==> src/logic/ssd_pkg.sv <==
// package of constants for the static seven-segment display host controller
// Function
// RL1: data is positive-true 4-bit binary, weights 1-2-4-8
// RL2: hex variant shows characters 0 through F
// RL3: code B variant shows 0-9, dash, E, H, L, P, blank
// RL4: both variants decode BCD 0-9 correctly
// RL5: decoder is a fixed 16-entry font table
// RL6: high digit strobe latches decoded data into digit
// RL7: multiple strobes write same character, data held stable
// RL8: latches transparent while both chip selects low
// RL9: rising chip select stores data at selected digit
// RL10: select code reversed: 00 is most significant digit
// RL11: on/off high blanks all segments
// RL12: host may pulse on/off for brightness duty cycle
// RL13: digit latch holds until rewritten, blanking keeps contents
package ssd_pkg;

  localparam int unsigned CLK_HZ      = 10_000_000;
  localparam int unsigned NS_PER_S    = 1_000_000_000;

  // device minimum times, in nanoseconds
  localparam int unsigned T_SA_NS     = 1000;
  localparam int unsigned T_DS_NS     = 500;
  localparam int unsigned T_DH_NS     = 200;
  localparam int unsigned T_IDS_NS    = 2000;
  localparam int unsigned T_CSA_NS    = 200;
  localparam int unsigned T_DSM_NS    = 100;
  localparam int unsigned T_DHM_NS    = 10;
  localparam int unsigned T_ICS_NS    = 2000;

  // least times round up, never below one cycle
  function automatic int unsigned min_cyc(input int unsigned ns);
    int unsigned c;
    c = (ns * (CLK_HZ / 1_000_000) + 999) / 1000;
    return (c < 1) ? 1 : c;
  endfunction

  localparam int unsigned SA_CYC      = min_cyc(T_SA_NS);
  localparam int unsigned DS_CYC      = min_cyc(T_DS_NS);
  localparam int unsigned DH_CYC      = min_cyc(T_DH_NS);
  localparam int unsigned IDS_CYC     = min_cyc(T_IDS_NS);
  localparam int unsigned CSA_CYC     = min_cyc(T_CSA_NS);
  localparam int unsigned DSM_CYC     = min_cyc(T_DSM_NS);
  localparam int unsigned DHM_CYC     = min_cyc(T_DHM_NS);
  localparam int unsigned ICS_CYC     = min_cyc(T_ICS_NS);

  localparam int unsigned CNT_W       = 8;
  localparam int unsigned NUM_DIGITS  = 4;
  localparam int unsigned DATA_W      = 4;
  localparam int unsigned CODE_W      = 2;

  // select code for a digit index, index 0 is the least significant digit
  function automatic logic [CODE_W-1:0] digit_code(input logic [CODE_W-1:0] idx);
    return ~idx; // RL10
  endfunction

  typedef enum logic [2:0] {
    SSD_IDLE  = 3'b000,
    SSD_SETUP = 3'b001,
    SSD_ACT   = 3'b010,
    SSD_HOLD  = 3'b011,
    SSD_GAP   = 3'b100
  } ssd_state_t;

endpackage

==> src/logic/ssd_dim.sv <==
// brightness pulse generator for the on/off pin
`timescale 1ns/10ps
module ssd_dim
  import ssd_pkg::*;
#(
  parameter int unsigned PERIOD = 256
)
(
  // clock and reset
  input  wire logic       clk_i,
  input  wire logic       rst_i,
  // control
  input  wire logic       blank_i,
  input  wire logic [7:0] duty_i,
  // pin
  output logic            display_off_o
);
  import ssd_pkg::*;

  if (PERIOD < 2 || PERIOD > 256)
  begin : g_bad_period
    $error("ssd_dim: PERIOD out of range");
  end

  logic [7:0] cnt_q;
  logic [7:0] cnt_d;
  logic       off_q;
  logic       off_d;

  always_comb
  begin
    cnt_d = (cnt_q == 8'(PERIOD - 1)) ? 8'h00 : cnt_q + 8'h01;
    // high blanks the display, so off for the part beyond the duty count
    off_d = blank_i | (cnt_q >= duty_i); // RL12 RL11
  end

  always_ff @(posedge clk_i)
  begin
    if (rst_i)
    begin
      cnt_q <= 8'h00;
      off_q <= 1'b1;
    end
    else
    begin
      cnt_q <= cnt_d;
      off_q <= off_d;
    end
  end

  assign display_off_o = off_q;

endmodule

==> src/logic/ssd_host.sv <==
// host controller writing digits to the static seven-segment decoder
`timescale 1ns/10ps
module ssd_host
  import ssd_pkg::*;
#(
  parameter bit          PROC_MODE = 1'b1,
  parameter int unsigned DIM_PERIOD = 256
)
(
  // clock and reset
  input  wire logic                 clk_i,
  input  wire logic                 rst_i,
  // user write request
  input  wire logic                 wr_valid_i,
  output logic                      wr_ready_o,
  input  wire logic [3:0]           wr_digits_i,
  input  wire logic [3:0]           wr_value_i,
  // user brightness
  input  wire logic                 blank_i,
  input  wire logic [7:0]           duty_i,
  // device data pins
  output logic                      data_bit_ones_o,
  output logic                      data_bit_twos_o,
  output logic                      data_bit_fours_o,
  output logic                      data_bit_eights_o,
  // multiplexed variant strobes, lsd first
  output logic [3:0]                digit_strobe_o,
  // processor variant select and chip selects
  output logic                      digit_code_lsb_o,
  output logic                      digit_code_msb_o,
  output logic                      chip_sel_a_n_o,
  output logic                      chip_sel_b_n_o,
  // display blanking
  output logic                      display_off_o
);
  import ssd_pkg::*;

  localparam int unsigned SETUP_C = PROC_MODE ? DSM_CYC : DS_CYC;
  localparam int unsigned ACT_C   = PROC_MODE ? CSA_CYC : SA_CYC;
  localparam int unsigned HOLD_C  = PROC_MODE ? DHM_CYC : DH_CYC;
  localparam int unsigned GAP_C   = PROC_MODE ? ICS_CYC : IDS_CYC;

  // every phase lasts at least one cycle and must fit the down counter
  if (SETUP_C < 1 || ACT_C < 1 || HOLD_C < 1 || GAP_C < 1)
  begin : g_bad_zero
    $error("ssd_host: a timing count is zero");
  end
  if (SETUP_C > (1 << CNT_W) || ACT_C > (1 << CNT_W) ||
      HOLD_C > (1 << CNT_W) || GAP_C > (1 << CNT_W))
  begin : g_bad_wide
    $error("ssd_host: timing counts do not fit counter");
  end
  // the pin groups are fixed at four digits of four bits
  if (NUM_DIGITS != 4 || DATA_W != 4 || CODE_W != 2)
  begin : g_bad_shape
    $error("ssd_host: unsupported digit or data width");
  end
  if (DIM_PERIOD < 2 || DIM_PERIOD > 256)
  begin : g_bad_dim
    $error("ssd_host: DIM_PERIOD out of range");
  end

  ssd_state_t            st_q,  st_d;
  logic [CNT_W-1:0]      cnt_q, cnt_d;
  logic [DATA_W-1:0]     val_q, val_d;
  logic [NUM_DIGITS-1:0] dig_q, dig_d;
  logic [1:0]            idx_q, idx_d;
  logic [3:0]            strb_q, strb_d;
  logic                  cs_n_q, cs_n_d;
  logic [CODE_W-1:0]     code_q, code_d;

  // lowest pending digit, used to walk a multi-digit request in processor mode
  function automatic logic [1:0] first_one(input logic [3:0] m);
    if (m[0])      return 2'h0;
    else if (m[1]) return 2'h1;
    else if (m[2]) return 2'h2;
    else           return 2'h3;
  endfunction

  // the down counter loads n-1 so that a phase lasts exactly n cycles
  function automatic logic [CNT_W-1:0] cnt_load(input int unsigned n);
    return CNT_W'(n - 1);
  endfunction

  // a request made while busy is simply not taken
  assign wr_ready_o = (st_q == SSD_IDLE);

  always_comb
  begin
    st_d   = st_q;
    cnt_d  = cnt_q;
    val_d  = val_q;
    dig_d  = dig_q;
    idx_d  = idx_q;
    strb_d = strb_q;
    cs_n_d = cs_n_q;
    code_d = code_q;
    case (st_q)
      SSD_IDLE:
      begin
        if (wr_valid_i && wr_digits_i != 4'h0)
        begin
          val_d  = wr_value_i; // RL1
          dig_d  = wr_digits_i;
          idx_d  = first_one(wr_digits_i);
          code_d = digit_code(first_one(wr_digits_i)); // RL10
          cnt_d  = cnt_load(SETUP_C);
          st_d   = SSD_SETUP;
        end
      end
      SSD_SETUP:
      begin
        if (cnt_q == '0)
        begin
          cnt_d = cnt_load(ACT_C);
          st_d  = SSD_ACT;
          // both selects low opens the device's input latches
          if (PROC_MODE)
            cs_n_d = 1'b0; // RL8
          else
            strb_d = dig_q; // RL6 RL7
        end
        else
          cnt_d = cnt_q - 1'b1;
      end
      SSD_ACT:
      begin
        if (cnt_q == '0)
        begin
          // rising chip select commits the write; data stays put for hold
          cs_n_d = 1'b1; // RL9
          strb_d = 4'h0;
          cnt_d  = cnt_load(HOLD_C);
          st_d   = SSD_HOLD;
        end
        else
          cnt_d = cnt_q - 1'b1;
      end
      SSD_HOLD:
      begin
        if (cnt_q == '0)
        begin
          cnt_d = cnt_load(GAP_C);
          st_d  = SSD_GAP;
          if (PROC_MODE)
            dig_d = dig_q & ~(4'h1 << idx_q);
          else
            // one strobe pulse already wrote every masked digit
            dig_d = 4'h0;
        end
        else
          cnt_d = cnt_q - 1'b1;
      end
      SSD_GAP:
      begin
        if (cnt_q == '0)
        begin
          if (dig_q != 4'h0)
          begin
            idx_d  = first_one(dig_q);
            // next pending digit reuses the value still on the data pins
            code_d = digit_code(first_one(dig_q));
            cnt_d  = cnt_load(SETUP_C);
            st_d   = SSD_SETUP;
          end
          else
            st_d = SSD_IDLE;
        end
        else
          cnt_d = cnt_q - 1'b1;
      end
      default:
      begin
        st_d = SSD_IDLE;
      end
    endcase
  end

  always_ff @(posedge clk_i)
  begin
    if (rst_i)
    begin
      st_q   <= SSD_IDLE;
      cnt_q  <= '0;
      val_q  <= '0;
      dig_q  <= '0;
      idx_q  <= '0;
      strb_q <= '0;
      cs_n_q <= 1'b1;
      code_q <= '0;
    end
    else
    begin
      st_q   <= st_d;
      cnt_q  <= cnt_d;
      val_q  <= val_d;
      dig_q  <= dig_d;
      idx_q  <= idx_d;
      strb_q <= strb_d;
      cs_n_q <= cs_n_d;
      code_q <= code_d;
    end
  end

  // both chip selects driven together so the active width is one pulse
  assign chip_sel_a_n_o    = cs_n_q;
  assign chip_sel_b_n_o    = cs_n_q;
  assign digit_strobe_o    = strb_q;
  assign digit_code_lsb_o  = code_q[0];
  assign digit_code_msb_o  = code_q[1];
  assign data_bit_ones_o   = val_q[0]; // RL1
  assign data_bit_twos_o   = val_q[1];
  assign data_bit_fours_o  = val_q[2];
  assign data_bit_eights_o = val_q[3];

  ssd_dim #(
    .PERIOD (DIM_PERIOD)
  ) u_dim (
    .clk_i         (clk_i),
    .rst_i         (rst_i),
    .blank_i       (blank_i),
    .duty_i        (duty_i),
    .display_off_o (display_off_o)
  );

endmodule

==> config.mk <==
export PLATFORM = sky130hd
export DESIGN_NAME = ssd_host
export DESIGN_NICKNAME = d
export VERILOG_FILES = /design/src/logic/ssd_pkg.sv /design/src/logic/ssd_dim.sv /design/src/logic/ssd_host.sv
export SDC_FILE = /design/constraint.sdc
export NUM_CORES = 1
export LEC_CHECK = 0
export BUFFER_PORTS_ARGS = -buffer_cell sky130_fd_sc_hd__buf_2
export CORE_MARGIN = 2
export CORE_UTILIZATION = 38
export CTS_CLUSTER_SIZE = 8
export DETAILED_ROUTE_END_ITERATION = 12
export SYNTH_ARGS = -nofsm -noshare
export SYNTH_HDL_FRONTEND = slang
export SYNTH_SLANG_ARGS = --single-unit
==> constraint.sdc <==
create_clock -name clk_i -period 2.59 [get_ports clk_i]
set_clock_uncertainty 0.1 [all_clocks]
set_input_delay 0.1295 -clock clk_i [delete_from_list [all_inputs] [get_ports clk_i]]
set_output_delay 0.1295 -clock clk_i [all_outputs]
set_load 0.02 [all_outputs]
* Yosys cells after proc, flatten, opt, wreduce, memory -nomap -nowiden *
Index checks and enable logic that the tools add are counted.

operators by class
  add/sub/neg operators = 2
  magnitude comparators = 1
  equality and inequality tests = 12
  shifts and indexed selects = 1
  mux-type cells = 36
  bitwise gates (word level) = 5
  reduce and logical (&&, ||, !) cells = 16

operators with widths
  cell                   number
  $mux W8                6
  $pmux W8 S5            1
  $mux W2                12
  $mux W3                5
  $pmux W3 S5            1
  $ne A2 B2 Y1 const B   5
  $reduce_and A3 Y1      3
  $add A8 B1 Y8 const B  1
  $eq A8 B8 Y1 const B   1
  $ge A8 B8 Y1           1
  $logic_not A8 Y1       1
  $mux W4                2
  $pmux W2 S2            2
  $pmux W4 S2            1
  $reduce_bool A4 Y1     2
  $sub A8 B1 Y8 const B  1
  $eq A3 B2 Y1 const B   2
  $reduce_bool A2 Y1     3
  $mux W1                5
  $reduce_and A5 Y1      1
  $reduce_bool A5 Y1     1
  $and A4 B4 Y4          1
  $not A2 Y2             2
  $not A4 Y4             1
  other kinds (12)       12

word-level totals
  register bits after elaboration = 33
  logic and storage cells = 82

* Logic depth before layout (Yosys ltp) *
Gate-level depths: netlist of the first run.

  depth in word-level cells = 10
  gate-level depth with buffers = 8

* Hierarchy *
From an unflattened synthesis of the first run, not the netlist that was laid out.

second synthesis, totals
  cells, all modules = 221
  area total of the unflattened synthesis = 1910.6 um2

modules (own cells, without submodules)
  module    times used  cells an instance  area each (um2)  sequential area each (um2)
  ssd_host  1           158                1372.6           480.5
  ssd_dim   1           63                 538.0            180.2

* Least setup slack after synthesis of the first run *
Ideal clock, no wire load.

  kind = register -> register
  start = register cnt_q[0]
  end = register cnt_q[1]
  library setup time = 132 ps
  arrival time = 1628 ps
  data required time = 2358 ps
  setup slack = 730 ps
  stages on the path, launching flop included = 9
  buffers on the path = 1
  clock period less this slack = 1860 ps
  path through = dfxtp_1 -> inv_1 -> ha_1 -> or3b_2 -> nor2_4 -> buf_6 -> nor3_1 -> o31ai_1 -> a21oi_1

on the way
  word-level cells in the longest chain between the ends = 3
  elaborated cells between the ends (all ways) = 9
  classes of those cells = 1 x add/sub; 1 x eq/ne; 5 x mux; 2 x reduce/logical

RTL lines
  item                                                      line             RTL
  from (decl)                                               ssd_host.sv:64   logic [CNT_W-1:0] cnt_q, cnt_d;
  from (signal assigned)                                    ssd_host.sv:195  cnt_q <= cnt_d;
  $sub A8 B1 Y8 / $logic_not A8 Y1 (equally long branches)  n/a
  $mux W8, or another cell as far along                     ssd_host.sv:156  if (cnt_q == '0)
  $pmux W8 S5 / $reduce_and A3 Y1 (equally long branches)   n/a

Parallel ways exist; a longest one is shown, timed or not.
A chain may end at the register's enable or synchronous reset.

* Worst setup path in the final report of the first run *
  start = register cnt_q[0]
  end = register idx_q[1]

on the way
  word-level cells in the longest chain between the ends = 3

RTL lines
  item                         line             RTL
  $logic_not A8 Y1             ssd_host.sv:156
  $ne A2 B2 Y1 (no line)       n/a
  $reduce_and A4 Y1 (no line)  n/a
  to (signal assigned)         ssd_host.sv:198  idx_q <= idx_d;
  to (decl)                    ssd_host.sv:67   logic [1:0] idx_q, idx_d;

No other way between the ends.

==> results.py, run 1 <==
metrics = {
    "outcome": {
        "status": "finished clean",
    },
    "clock_tree": {
        "clkTransAtPathRegs_ns": 0.07,
        "clock_tree.htree_level_count": 2,
        "clock_latency_ns": 0.28,
        "tritoncts": "done",
        "number_of_clock_sinks_seen_by_cts": 33,
        "clk_root_buffer_cell": "sky130_fd_sc_hd__clkbuf_8",
        "clk_buf_depth": 2,
        "number_of_cts_inserted_buffers": 5,
        "cts_setup_buffers": 0,
    },
    "routing": {
        "drt-pass1-iter-count": 4,
        "detailedRoute.firstIterationViolations": 36,
        "wl_per_cell_um": 11.8,
        "totalWireLength_um": 3670,
        "detail_route.drc_violations": 0,
        "remaining_antenna_violation_count": 0,
        "detailroute.via_count": 1563,
        "route.detailed.vias_per_inst": 5.03,
    },
    "cells_and_area": {
        "fillerInstances": 477,
        "final_cells": 311,
        "final_layout_size_suffix_gt1_frac": 0.183,
        "syn_to_final_growth_pct": 17.9,
        "diodes": 0,
        "finish.net_count": 286,
    },
    "logic_synthesis": {
        "number_of_flops_mapped_to_enable_cells_by_yosys": 0,
        "synth.avg_cell_area_um2": 8.29,
        "synth_seq_cells": 33,
        "ys_warn_count": 0,
        "netlist_area_mm2": 0.00184,
        "primary_flip_flop_cell_chosen_by_synthesis_mapping": "sky130_fd_sc_hd__dfxtp_1",
        "synthDominantAreaCellType": "sky130_fd_sc_hd__dfxtp_1",
        "sequential_element_share_of_the_synthesized_area": 0.359,
        "cell_types_with_the_largest_area_share_after_synthesis": "sky130_fd_sc_hd__dfxtp_1 36%, sky130_fd_sc_hd__nor2_1 7.7%, sky130_fd_sc_hd__ha_1 6.8%, sky130_fd_sc_hd__a21oi_1 3.8%, sky130_fd_sc_hd__xor2_1 3.8%",
        "synth_async_sr_flop_share": 0,
        "netlist-cell-type-count": 47,
        "area_share_of_the_largest_cell_type_after_synthesis": 0.359,
        "netlist_instances": 222,
    },
    "setup_path": {
        "timing.reg2reg.worst_path_depth": 7,
        "cp_slowest_cell": "sky130_fd_sc_hd__or3b_2",
        "worstReg2RegStart": "cnt_q[0]",
        "timing.critical_path.from_type": "flip-flop",
        "cp.depth": 7,
        "timing.critical_path.slowest_cell_delay_ns": 0.53,
        "worstSetupEndpointType": "flip-flop",
        "worst_setup_path_class": "reg2reg",
        "crit_chain": "inv_1 > ha_1 > or3b_2 > nor2_4 > a21o_1 > o311ai_0 > nor3b_1",
        "critical_path.top_delay_family": "simple AND/OR/NAND/NOR gates",
        "critical_path.max_fanout": 11,
        "reg2reg_to": "idx_q[1]",
        "worstSetupStartpoint": "cnt_q[0]",
        "timing.critical_path.required_ns": 2.64,
        "cp.arrival_ns": 2.18,
        "path_buf_inv": 1,
        "setup.worst_path.end": "idx_q[1]",
        "rrSetupSlack_ns": 0.45,
    },
    "grt": {
        "total_track_usage": 0.148,
        "grt_pass1_vias": 1399,
        "global_route_wire_length_before_repair_um": 6240,
        "grt_antenna_before_repair": 0,
        "groute.layer.met2.usage": 0.229,
        "grt_start_max_net_pins": 25,
        "busiest_layer": "met2",
        "gr_met3_demand_resource": 0.0412,
        "grt_overflow_total": 0,
        "grt_use_met1": 0.198,
    },
    "power": {
        "p_leak_uw": 0.000964,
        "irDropWorstVdd_mv": 0.502,
        "power.density_mw_per_mm2": 1080,
    },
    "floorplanning": {
        "initial_utilization": 0.392,
        "fp.dieW_um": 73.6,
        "die_area_mm2": 0.00542,
        "core_mm2": 0.00469,
        "pin_count": 34,
        "num_rows": 25,
        "die_y_um": 73.6,
    },
    "sta": {
        "hold_viol_final": 0,
        "final_setup_violation_count": 0,
        "slew_violations": 0,
        "rsz_0062_raised_after_global_routing": "no",
        "max_freq_mhz": 468,
        "post-route-period-util": 0.825,
        "timing_worst_slew_pin_value_ns": 0.514,
        "timing.setup.tns_ns": 0,
        "worst_slew_margin_rel": 0.654,
        "final.min_clock_period_ns": 2.14,
        "fin_hold_ws_ns": 0.0117,
    },
    "flow_run": {
        "cap_viol_max_count": 0,
    },
    "worst_hold_path": {
        "hp-class": "in2reg",
    },
    "placement": {
        "dp.cells": 298,
        "dp_hpwl_um": 2690,
        "finalWeightedCongestion": 0.806,
        "port_buffers": 29,
    },
}
-- final cells by class --
type / instances / area (µm²) / share of cell area
Timing Repair Buffer: 36 / 210 / 0.0968
Clock inverter: 2 / 37.5 / 0.0173
Clock buffer: 6 / 82.6 / 0.0380
Multi-Input combinational cell: 165 / 1060 / 0.486
Tap cell: 54 / 67.6 / 0.0311
Inverter: 15 / 56.3 / 0.0259
Sequential cell: 33 / 661 / 0.304
-- tightest hold or removal path: cells and delay by family --
| kind | cells | cell delay (ns) |
|---|---|---|
| buf+inv | 1 | 0.11 |
| simple gates | 1 | 0.05 |
| compound gates | 1 | 0.06 |
-- stage by stage --
step                cell area (µm²)  setup WS [ns]   util  power, µW
floorplan                      1850          0.730      -       1680
global placement               2000          0.520  0.426       1840
detailed placement             2000          0.464  0.426       1840
CTS                            2170          0.452  0.463       2370
global route                   2170          0.271  0.463       2540
finish                         2170          0.452  0.463       2350
-- cell usage after synthesis (2+ instances only) --
| cell type | instances |
|---|---|
| sky130_fd_sc_hd__buf_2 | 3 |
| sky130_fd_sc_hd__o311ai_0 | 2 |
| sky130_fd_sc_hd__a21oi_1 | 14 |
| sky130_fd_sc_hd__ha_1 | 10 |
| sky130_fd_sc_hd__inv_1 | 15 |
| sky130_fd_sc_hd__o21ai_0 | 5 |
| sky130_fd_sc_hd__clkbuf_1 | 2 |
| sky130_fd_sc_hd__nand2_1 | 14 |
| sky130_fd_sc_hd__nor2b_1 | 6 |
| sky130_fd_sc_hd__dfxtp_1 | 33 |
| sky130_fd_sc_hd__nand3_1 | 5 |
| sky130_fd_sc_hd__nand4_1 | 4 |
| sky130_fd_sc_hd__nor3_1 | 5 |
| sky130_fd_sc_hd__mux2i_1 | 4 |
| sky130_fd_sc_hd__xor2_1 | 8 |
| sky130_fd_sc_hd__a22oi_1 | 4 |
| sky130_fd_sc_hd__o22ai_1 | 3 |
| sky130_fd_sc_hd__nor3b_1 | 4 |
| sky130_fd_sc_hd__a21o_1 | 4 |
| sky130_fd_sc_hd__o21a_1 | 2 |
| sky130_fd_sc_hd__nor4_1 | 4 |
| sky130_fd_sc_hd__nor2_1 | 38 |
| sky130_fd_sc_hd__buf_4 | 6 |
| sky130_fd_sc_hd__xnor2_1 | 4 |
-- how the worst min path moves through the flow --
stage | from | end | slack, ns | cells past startpoint
2_1_floorplan | rst_i | cnt_q[0] | 0.10 | 1
3_3_place_gp | blank_i | u_dim.display_off_o | 0.25 | 3
3_5_place_dp | blank_i | u_dim.display_off_o | 0.25 | 3
4_1_cts | wr_digits_i[3] | dig_q[3] | 0.003 | 3
5_1_grt | wr_digits_i[3] | dig_q[3] | 0.02 | 3
6_report | wr_digits_i[3] | dig_q[3] | 0.01 | 3
-- flip-flops by register name (all words and copies together), names as in the netlist --
signal               cells
val_q                    4
dig_q                    4
u_dim.display_off_o      1
u_dim.cnt_q              8
chip_sel_a_n_o           1
st_q                     3
idx_q                    2
code_q                   2
cnt_q                    8
-- cells in the final DEF (no fill, tap or decap), drive strengths merged, types with 3 or more instances in the layout --
cell type and n:
nor2 39, dfxtp 33, buf 31, inv 15, nand2 14, a21oi 14, ha 10, xor2 8
nor2b 6, clkbuf 6, nor3 6, o21ai 5, nand3 5, dlygate4sd3 5, nor3b 5, nor4 4
mux2i 4, a22oi 4, nand4 4, a21o 4, xnor2 4, conb 4, o22ai 3
-- what timing repair did --
action,4_1_cts,5_1_grt
hold endpoints to repair,5,0
hold buffers,5,0
gates resized for setup,0,0
-- cells by family after synthesis --
kind of cell,after synthesis,synth area share
AND/OR/NAND/NOR,92,0.262
AO/OA/AOI/OAI,43,0.156
flip-flops,33,0.359
buffers and inverters,27,0.0734
XOR/XNOR,12,0.0571
adder cells (fa/ha/maj),10,0.0680
multiplexers,4,0.0218
other,1,0.00204
-- metal layers --
layer  part of all wire  vias to the layer above
met5                  0                        -
met4             0.0065                        0
met3              0.027                        2
met2               0.46                       19
met1               0.50                      714
li1                   -                      828
-- power by group --
group | total [µW] | switching (µW) | leakage, µW | internal [µW]
Sequential | 784 | 156 | 0.000270 | 628
Clock | 503 | 190 | 0.0000574 | 313
Combinational | 1060 | 605 | 0.000636 | 458
Power figures use the tool's default switching activity.
==> run 2, diff against run 1 <==
Clock period 2.59 ns to 1.9 ns, I/O delays scaled along.
==> run 2 against run 1 <==
  * Worst setup slack worse by 0.44 ns
  * Highest routed layer unchanged
  * Sequential cell count is the same
  * Via count up 3.9%
==> results.py, run 2 (synthesis gave the netlist of run 1 again) <==
metrics = {
    "setup_path": {
        "timing.reg2reg.worst_path_depth": 7,
        "crit_chain": "or4_4 > buf_4 > nor3_2 > buf_4 > o22ai_1 > a22oi_1 > nor2_1",
        "critical_path.top_delay_family": "simple AND/OR/NAND/NOR gates",
        "critical_path.most_common_cell": "sky130_fd_sc_hd__buf_4",
        "reg2reg_to": "dig_q[1]",
        "worstReg2RegStart": "cnt_q[7]",
        "worst_setup_path_class": "reg2reg",
        "timing.critical_path.from_type": "flip-flop",
        "timing.critical_path.slowest_cell_delay_ns": 0.58,
        "worstSetupEndpointType": "flip-flop",
        "critical_path.max_fanout": 5,
        "path_buf_inv": 2,
        "cp_slowest_cell": "sky130_fd_sc_hd__or4_4",
        "cp.arrival_ns": 1.95,
        "rrSetupSlack_ns": 0.008,
        "timing.critical_path.required_ns": 1.96,
    },
    "cells_and_area": {
        "post-route-util": 0.495,
        "final_cell_mix": "38 x sky130_fd_sc_hd__nor2_1, 31 x sky130_fd_sc_hd__dfxtp_1, 29 x sky130_fd_sc_hd__buf_2, 20 x sky130_fd_sc_hd__buf_4, 15 x sky130_fd_sc_hd__inv_1",
        "finish.net_count": 306,
        "final_layout_size_suffix_gt1_frac": 0.253,
        "reg.largest.list": "cnt_q x8, u_dim.cnt_q x8",
        "syn_to_final_growth_pct": 26.3,
        "diodes": 0,
        "final_cell_area_mm2": 0.00232,
        "layout.cells.most_common": "sky130_fd_sc_hd__nor2_1",
    },
    "clock_tree": {
        "number_of_clock_sinks_seen_by_cts": 33,
        "clock_latency_ns": 0.28,
        "clk_buf_depth": 2,
        "clk_root_buffer_cell": "sky130_fd_sc_hd__clkbuf_8",
        "number_of_cts_inserted_buffers": 5,
        "clock_tree.htree_level_count": 2,
        "clkTransAtPathRegs_ns": 0.07,
        "tritoncts": "done",
    },
    "grt": {
        "grt_pass1_vias": 1523,
        "grt_antenna_before_repair": 0,
        "total_track_usage": 0.158,
        "grt_start_max_net_pins": 25,
        "grt_overflow_total": 0,
        "global_route_wire_length_before_repair_um": 6770,
    },
    "worst_hold_path": {
        "worst_hold_path.num_cells": 3,
        "min-delay-start": "wr_digits_i[2]",
        "whs_endpoint": "dig_q[2]",
        "hp-class": "in2reg",
    },
    "power": {
        "post-layout-total-power_uw": 3440,
        "p_leak_uw": 0.00107,
        "power.density_mw_per_mm2": 1480,
        "irDropWorstVdd_mv": 0.649,
    },
    "sta": {
        "rsz_0062_raised_after_global_routing": "yes",
        "fin_hold_ws_ns": 0.0146,
        "post-route-period-util": 0.996,
        "final_setup_violation_count": 0,
        "final.min_clock_period_ns": 1.89,
        "max_freq_mhz": 529,
        "slew_violations": 0,
        "hold_viol_final": 0,
    },
    "floorplanning": {
        "pin_count": 34,
        "die_area_mm2": 0.00542,
        "num_rows": 25,
        "core_mm2": 0.00469,
        "die_y_um": 73.6,
        "fp.dieW_um": 73.6,
        "initial_utilization": 0.392,
    },
    "placement": {
        "finalWeightedCongestion": 0.853,
        "port_buffers": 29,
        "dp_hpwl_um": 2810,
        "placedInstanceArea_mm2": 0.00214,
    },
    "flow_run": {
        "cap_viol_max_count": 0,
    },
    "routing": {
        "detail_route.drc_violations": 0,
        "totalWireLength_um": 3880,
        "drt-pass1-iter-count": 4,
        "detailroute.via_count": 1624,
        "wl_per_cell_um": 11.7,
        "route.detailed.vias_per_inst": 4.91,
        "detailedRoute.firstIterationViolations": 40,
        "remaining_antenna_violation_count": 0,
    },
    "outcome": {
        "status": "finished clean",
    },
}
run 2: worst max path at each step:
stage | from | end | cells after the start
floorplan | cnt_q[0] | cnt_q[1] | 8
global route | cnt_q[7] | dig_q[0] | 7
finish | cnt_q[7] | dig_q[1] | 7
detailed placement | cnt_q[0] | idx_q[1] | 7
CTS | cnt_q[0] | idx_q[1] | 7
global placement | cnt_q[0] | cnt_q[1] | 8
run 2: metrics by stage:
| step | setup WS, ns | instances | setup TNS, ns |
|---|---|---|---|
| after floorplan | 0.0398 | 225 | 0 |
| after detailed placement | -0.0726 | 316 | -0.192 |
| after global routing | -0.0535 | 331 | -0.211 |
| final | 0.00832 | 331 | 0 |
| after CTS | 0.0253 | 330 | 0 |
| after global placement | -0.0229 | 316 | -0.0229 |
run 2: what timing repair did:
action | in CTS | in global routing
buffers inserted | 0 | 1
hold endpoints to repair | 6 | 0
hold buffers | 6 | 0
resized for setup | 1 | 8
pin swaps | 0 | 4
setup endpoints to repair | 8 | 14
run 2: layout make-up:
class	instances	area, µm²
Inverter	15	56.3
Timing Repair Buffer	56	367
Clock buffer	7	96.3
Sequential cell	33	663
Tap cell	54	67.6
Fill cell	462	2370
Multi-Input combinational cell	165	1070
Clock inverter	1	5.00
run 2: power breakdown:
group          total, µW  switching [µW]  internal, µW
Combinational       1830             941           892
Clock                572             245           327
Sequential          1040             175           860
run 2: layer usage:
layer / global-route usage / wire length (µm)
met5: 0 / 0
met2: 0.251 / 1830
met1: 0.210 / 1880
met3: 0.0370 / 132
met4: 0.0545 / 41
run 2: worst reg2reg max path, stage by stage, from the launching register on:
cell and delay [ns]:
sky130_fd_sc_hd__dfxtp_2 0.34, sky130_fd_sc_hd__or4_4 0.58, sky130_fd_sc_hd__buf_4 0.17, sky130_fd_sc_hd__nor3_2 0.15
sky130_fd_sc_hd__buf_4 0.17, sky130_fd_sc_hd__o22ai_1 0.08, sky130_fd_sc_hd__a22oi_1 0.14, sky130_fd_sc_hd__nor2_1 0.05
==> run 3, diff against run 2 <==
Settings changed: ABC_CLOCK_PERIOD_IN_PS from default to 1900, CORE_UTILIZATION 38 to 35, SLEW_MARGIN from default to 20.
==> run 3 against run 2 <==
  * Routed wire length grew 1.3%
  * Via count up 2.6%
  * Critical endpoint is now cnt_q[1]
  * Count of clock-buffer cells in the layout unchanged
  * Core utilization shrank 1.3 points
  * Largest cell class unchanged
  * Combinational power rose by 11%
  * Design area up 5.2%
==> results.py, run 3 (synthesis gave the netlist of run 1 again) <==
metrics = {
    "power": {
        "switchingPower_uw": 1420,
        "p_leak_uw": 0.00109,
        "p_seq_frac": 0.274,
        "share_clk_of_total_power": 0.182,
        "power.density_mw_per_mm2": 1520,
        "irDropWorstVdd_mv": 0.911,
        "switching_share": 0.381,
        "gate_power_share": 0.545,
        "power.internal_uw": 2310,
    },
    "floorplanning": {
        "fp.dieW_um": 76.5,
        "core_mm2": 0.00507,
        "pin_count": 34,
        "initial_utilization": 0.363,
        "die_area_mm2": 0.00585,
        "num_rows": 26,
        "die_y_um": 76.5,
    },
    "setup_path": {
        "critical_path.top_delay_family": "simple AND/OR/NAND/NOR gates",
        "worst_setup_path_class": "reg2reg",
        "timing.critical_path.required_ns": 1.95,
        "worstSetupEndpointType": "flip-flop",
        "timing.critical_path.from_type": "flip-flop",
        "timing.critical_path.slowest_cell_delay_ns": 0.41,
        "cp.arrival_ns": 1.87,
        "crit_chain": "inv_2 > ha_4 > or3b_4 > nor2_4 > buf_12 > nor3b_4 > o31ai_1 > a21oi_1",
        "critical_path.max_fanout": 8,
        "path_buf_inv": 2,
        "cp_slowest_cell": "sky130_fd_sc_hd__or3b_4",
    },
    "sta": {
        "finalWorstSetupSlack_ns": 0.0726,
        "final_setup_violation_count": 0,
        "timing.setup.tns_ns": 0,
        "final.min_clock_period_ns": 1.83,
        "slew_violations": 0,
        "rsz_0062_raised_after_global_routing": "yes",
        "max_freq_mhz": 547,
        "fin_hold_ws_ns": 0.0539,
        "post-route-period-util": 0.962,
        "hold_viol_final": 0,
    },
    "clock_tree": {
        "clock_latency_ns": 0.28,
        "tritoncts": "done",
        "clk_root_buffer_cell": "sky130_fd_sc_hd__clkbuf_8",
        "clk_buf_depth": 2,
        "number_of_cts_inserted_buffers": 5,
        "cts_setup_buffers": 0,
        "clock_tree.htree_level_count": 2,
        "number_of_clock_sinks_seen_by_cts": 33,
        "clkTransAtPathRegs_ns": 0.07,
    },
    "cells_and_area": {
        "syn_to_final_growth_pct": 32.9,
        "finish.net_count": 309,
        "final_cell_mix": "38 x sky130_fd_sc_hd__nor2_1, 31 x sky130_fd_sc_hd__dfxtp_1, 29 x sky130_fd_sc_hd__buf_2, 22 x sky130_fd_sc_hd__buf_4",
        "diodes": 0,
        "layout.cells.most_common": "sky130_fd_sc_hd__nor2_1",
        "post-route-util": 0.482,
        "reg.largest.list": "cnt_q x8, u_dim.cnt_q x8",
        "final_layout_size_suffix_gt1_frac": 0.279,
    },
    "routing": {
        "detailedRoute.firstIterationViolations": 48,
        "route.detailed.vias_per_inst": 4.76,
        "totalWireLength_um": 3930,
        "detail_route.drc_violations": 0,
        "detailroute.via_count": 1666,
        "wl_per_cell_um": 11.2,
        "drt-pass1-iter-count": 4,
        "remaining_antenna_violation_count": 0,
    },
    "grt": {
        "grt_start_max_net_pins": 25,
        "grt_pass1_vias": 1535,
        "grt_overflow_total": 0,
        "global_route_wire_length_before_repair_um": 6660,
        "total_track_usage": 0.138,
        "grt_antenna_before_repair": 0,
    },
    "worst_hold_path": {
        "hp-class": "in2reg",
    },
    "outcome": {
        "status": "finished clean",
    },
    "placement": {
        "dp_hpwl_um": 2920,
        "port_buffers": 29,
        "finalWeightedCongestion": 0.814,
        "place_ws_ns": -0.121,
    },
    "flow_run": {
        "cap_viol_max_count": 0,
    },
}
-- run 3: power groups by stage --
stage | Combinational (µW) | Clock, µW | Sequential (µW)
floorplan | 1260 | 0 | 1040
global placement | 1840 | 0 | 1020
detailed placement | 1860 | 0 | 1020
CTS | 1910 | 697 | 1010
global route | 2250 | 735 | 1050
finish | 2030 | 676 | 1020
-- run 3: tightest hold or removal path, stage by stage --
cell,delay [ns]
sky130_fd_sc_hd__buf_2,0.13
sky130_fd_sc_hd__a22oi_1,0.09
sky130_fd_sc_hd__nor2_1,0.08
-- run 3: cell type report --
type                            count  area (µm²)
Sequential cell                    33         663
Clock inverter                      1        30.0
Tap cell                           70        87.6
Multi-Input combinational cell    165        1120
Clock buffer                        7        86.3
Fill cell                         521        2630
Timing Repair Buffer               59         400
Inverter                           15        56.3
-- run 3: path summary, 6_finish.rpt --
path,startpoint,to,slack (ns),depth (start not counted)
max,cnt_q[1],cnt_q[1],0.07,8
min,wr_digits_i[1],dig_q[1],0.05,3
max reg2reg,cnt_q[1],cnt_q[1],0.07,8
min reg2reg,code_q[0],code_q[0],0.36,2
-- run 3: routing by layer --
| layer | part of all wire | vias to the layer above | global-route usage |
|---|---|---|---|
| met1 | 0.52 | 755 | 0.194 |
| met2 | 0.44 | 30 | 0.210 |
| li1 | - | 877 | - |
| met4 | 0.0069 | 0 | 0.0345 |
| met5 | 0 | - | 0 |
| met3 | 0.039 | 4 | 0.0355 |
-- run 3: repair_timing --
item / in CTS / in global routing
hold endpoints to repair: 7 / 0
hold buffers: 7 / 0
gates resized for setup: 3 / 14
gates cloned: 0 / 0
pin swaps: 2 / 5
setup endpoints to repair: 16 / 17
-- run 3: through the flow --
| stage | std cells | instance area (µm²) | total power (µW) |
|---|---|---|---|
| after floorplan | 225 | 1850 | 2290 |
| after detailed placement | 335 | 2190 | 2880 |
| after global routing | 350 | 2450 | 4030 |
| final | 350 | 2450 | 3720 |
| after CTS | 350 | 2380 | 3610 |
| after global placement | 335 | 2190 | 2870 |
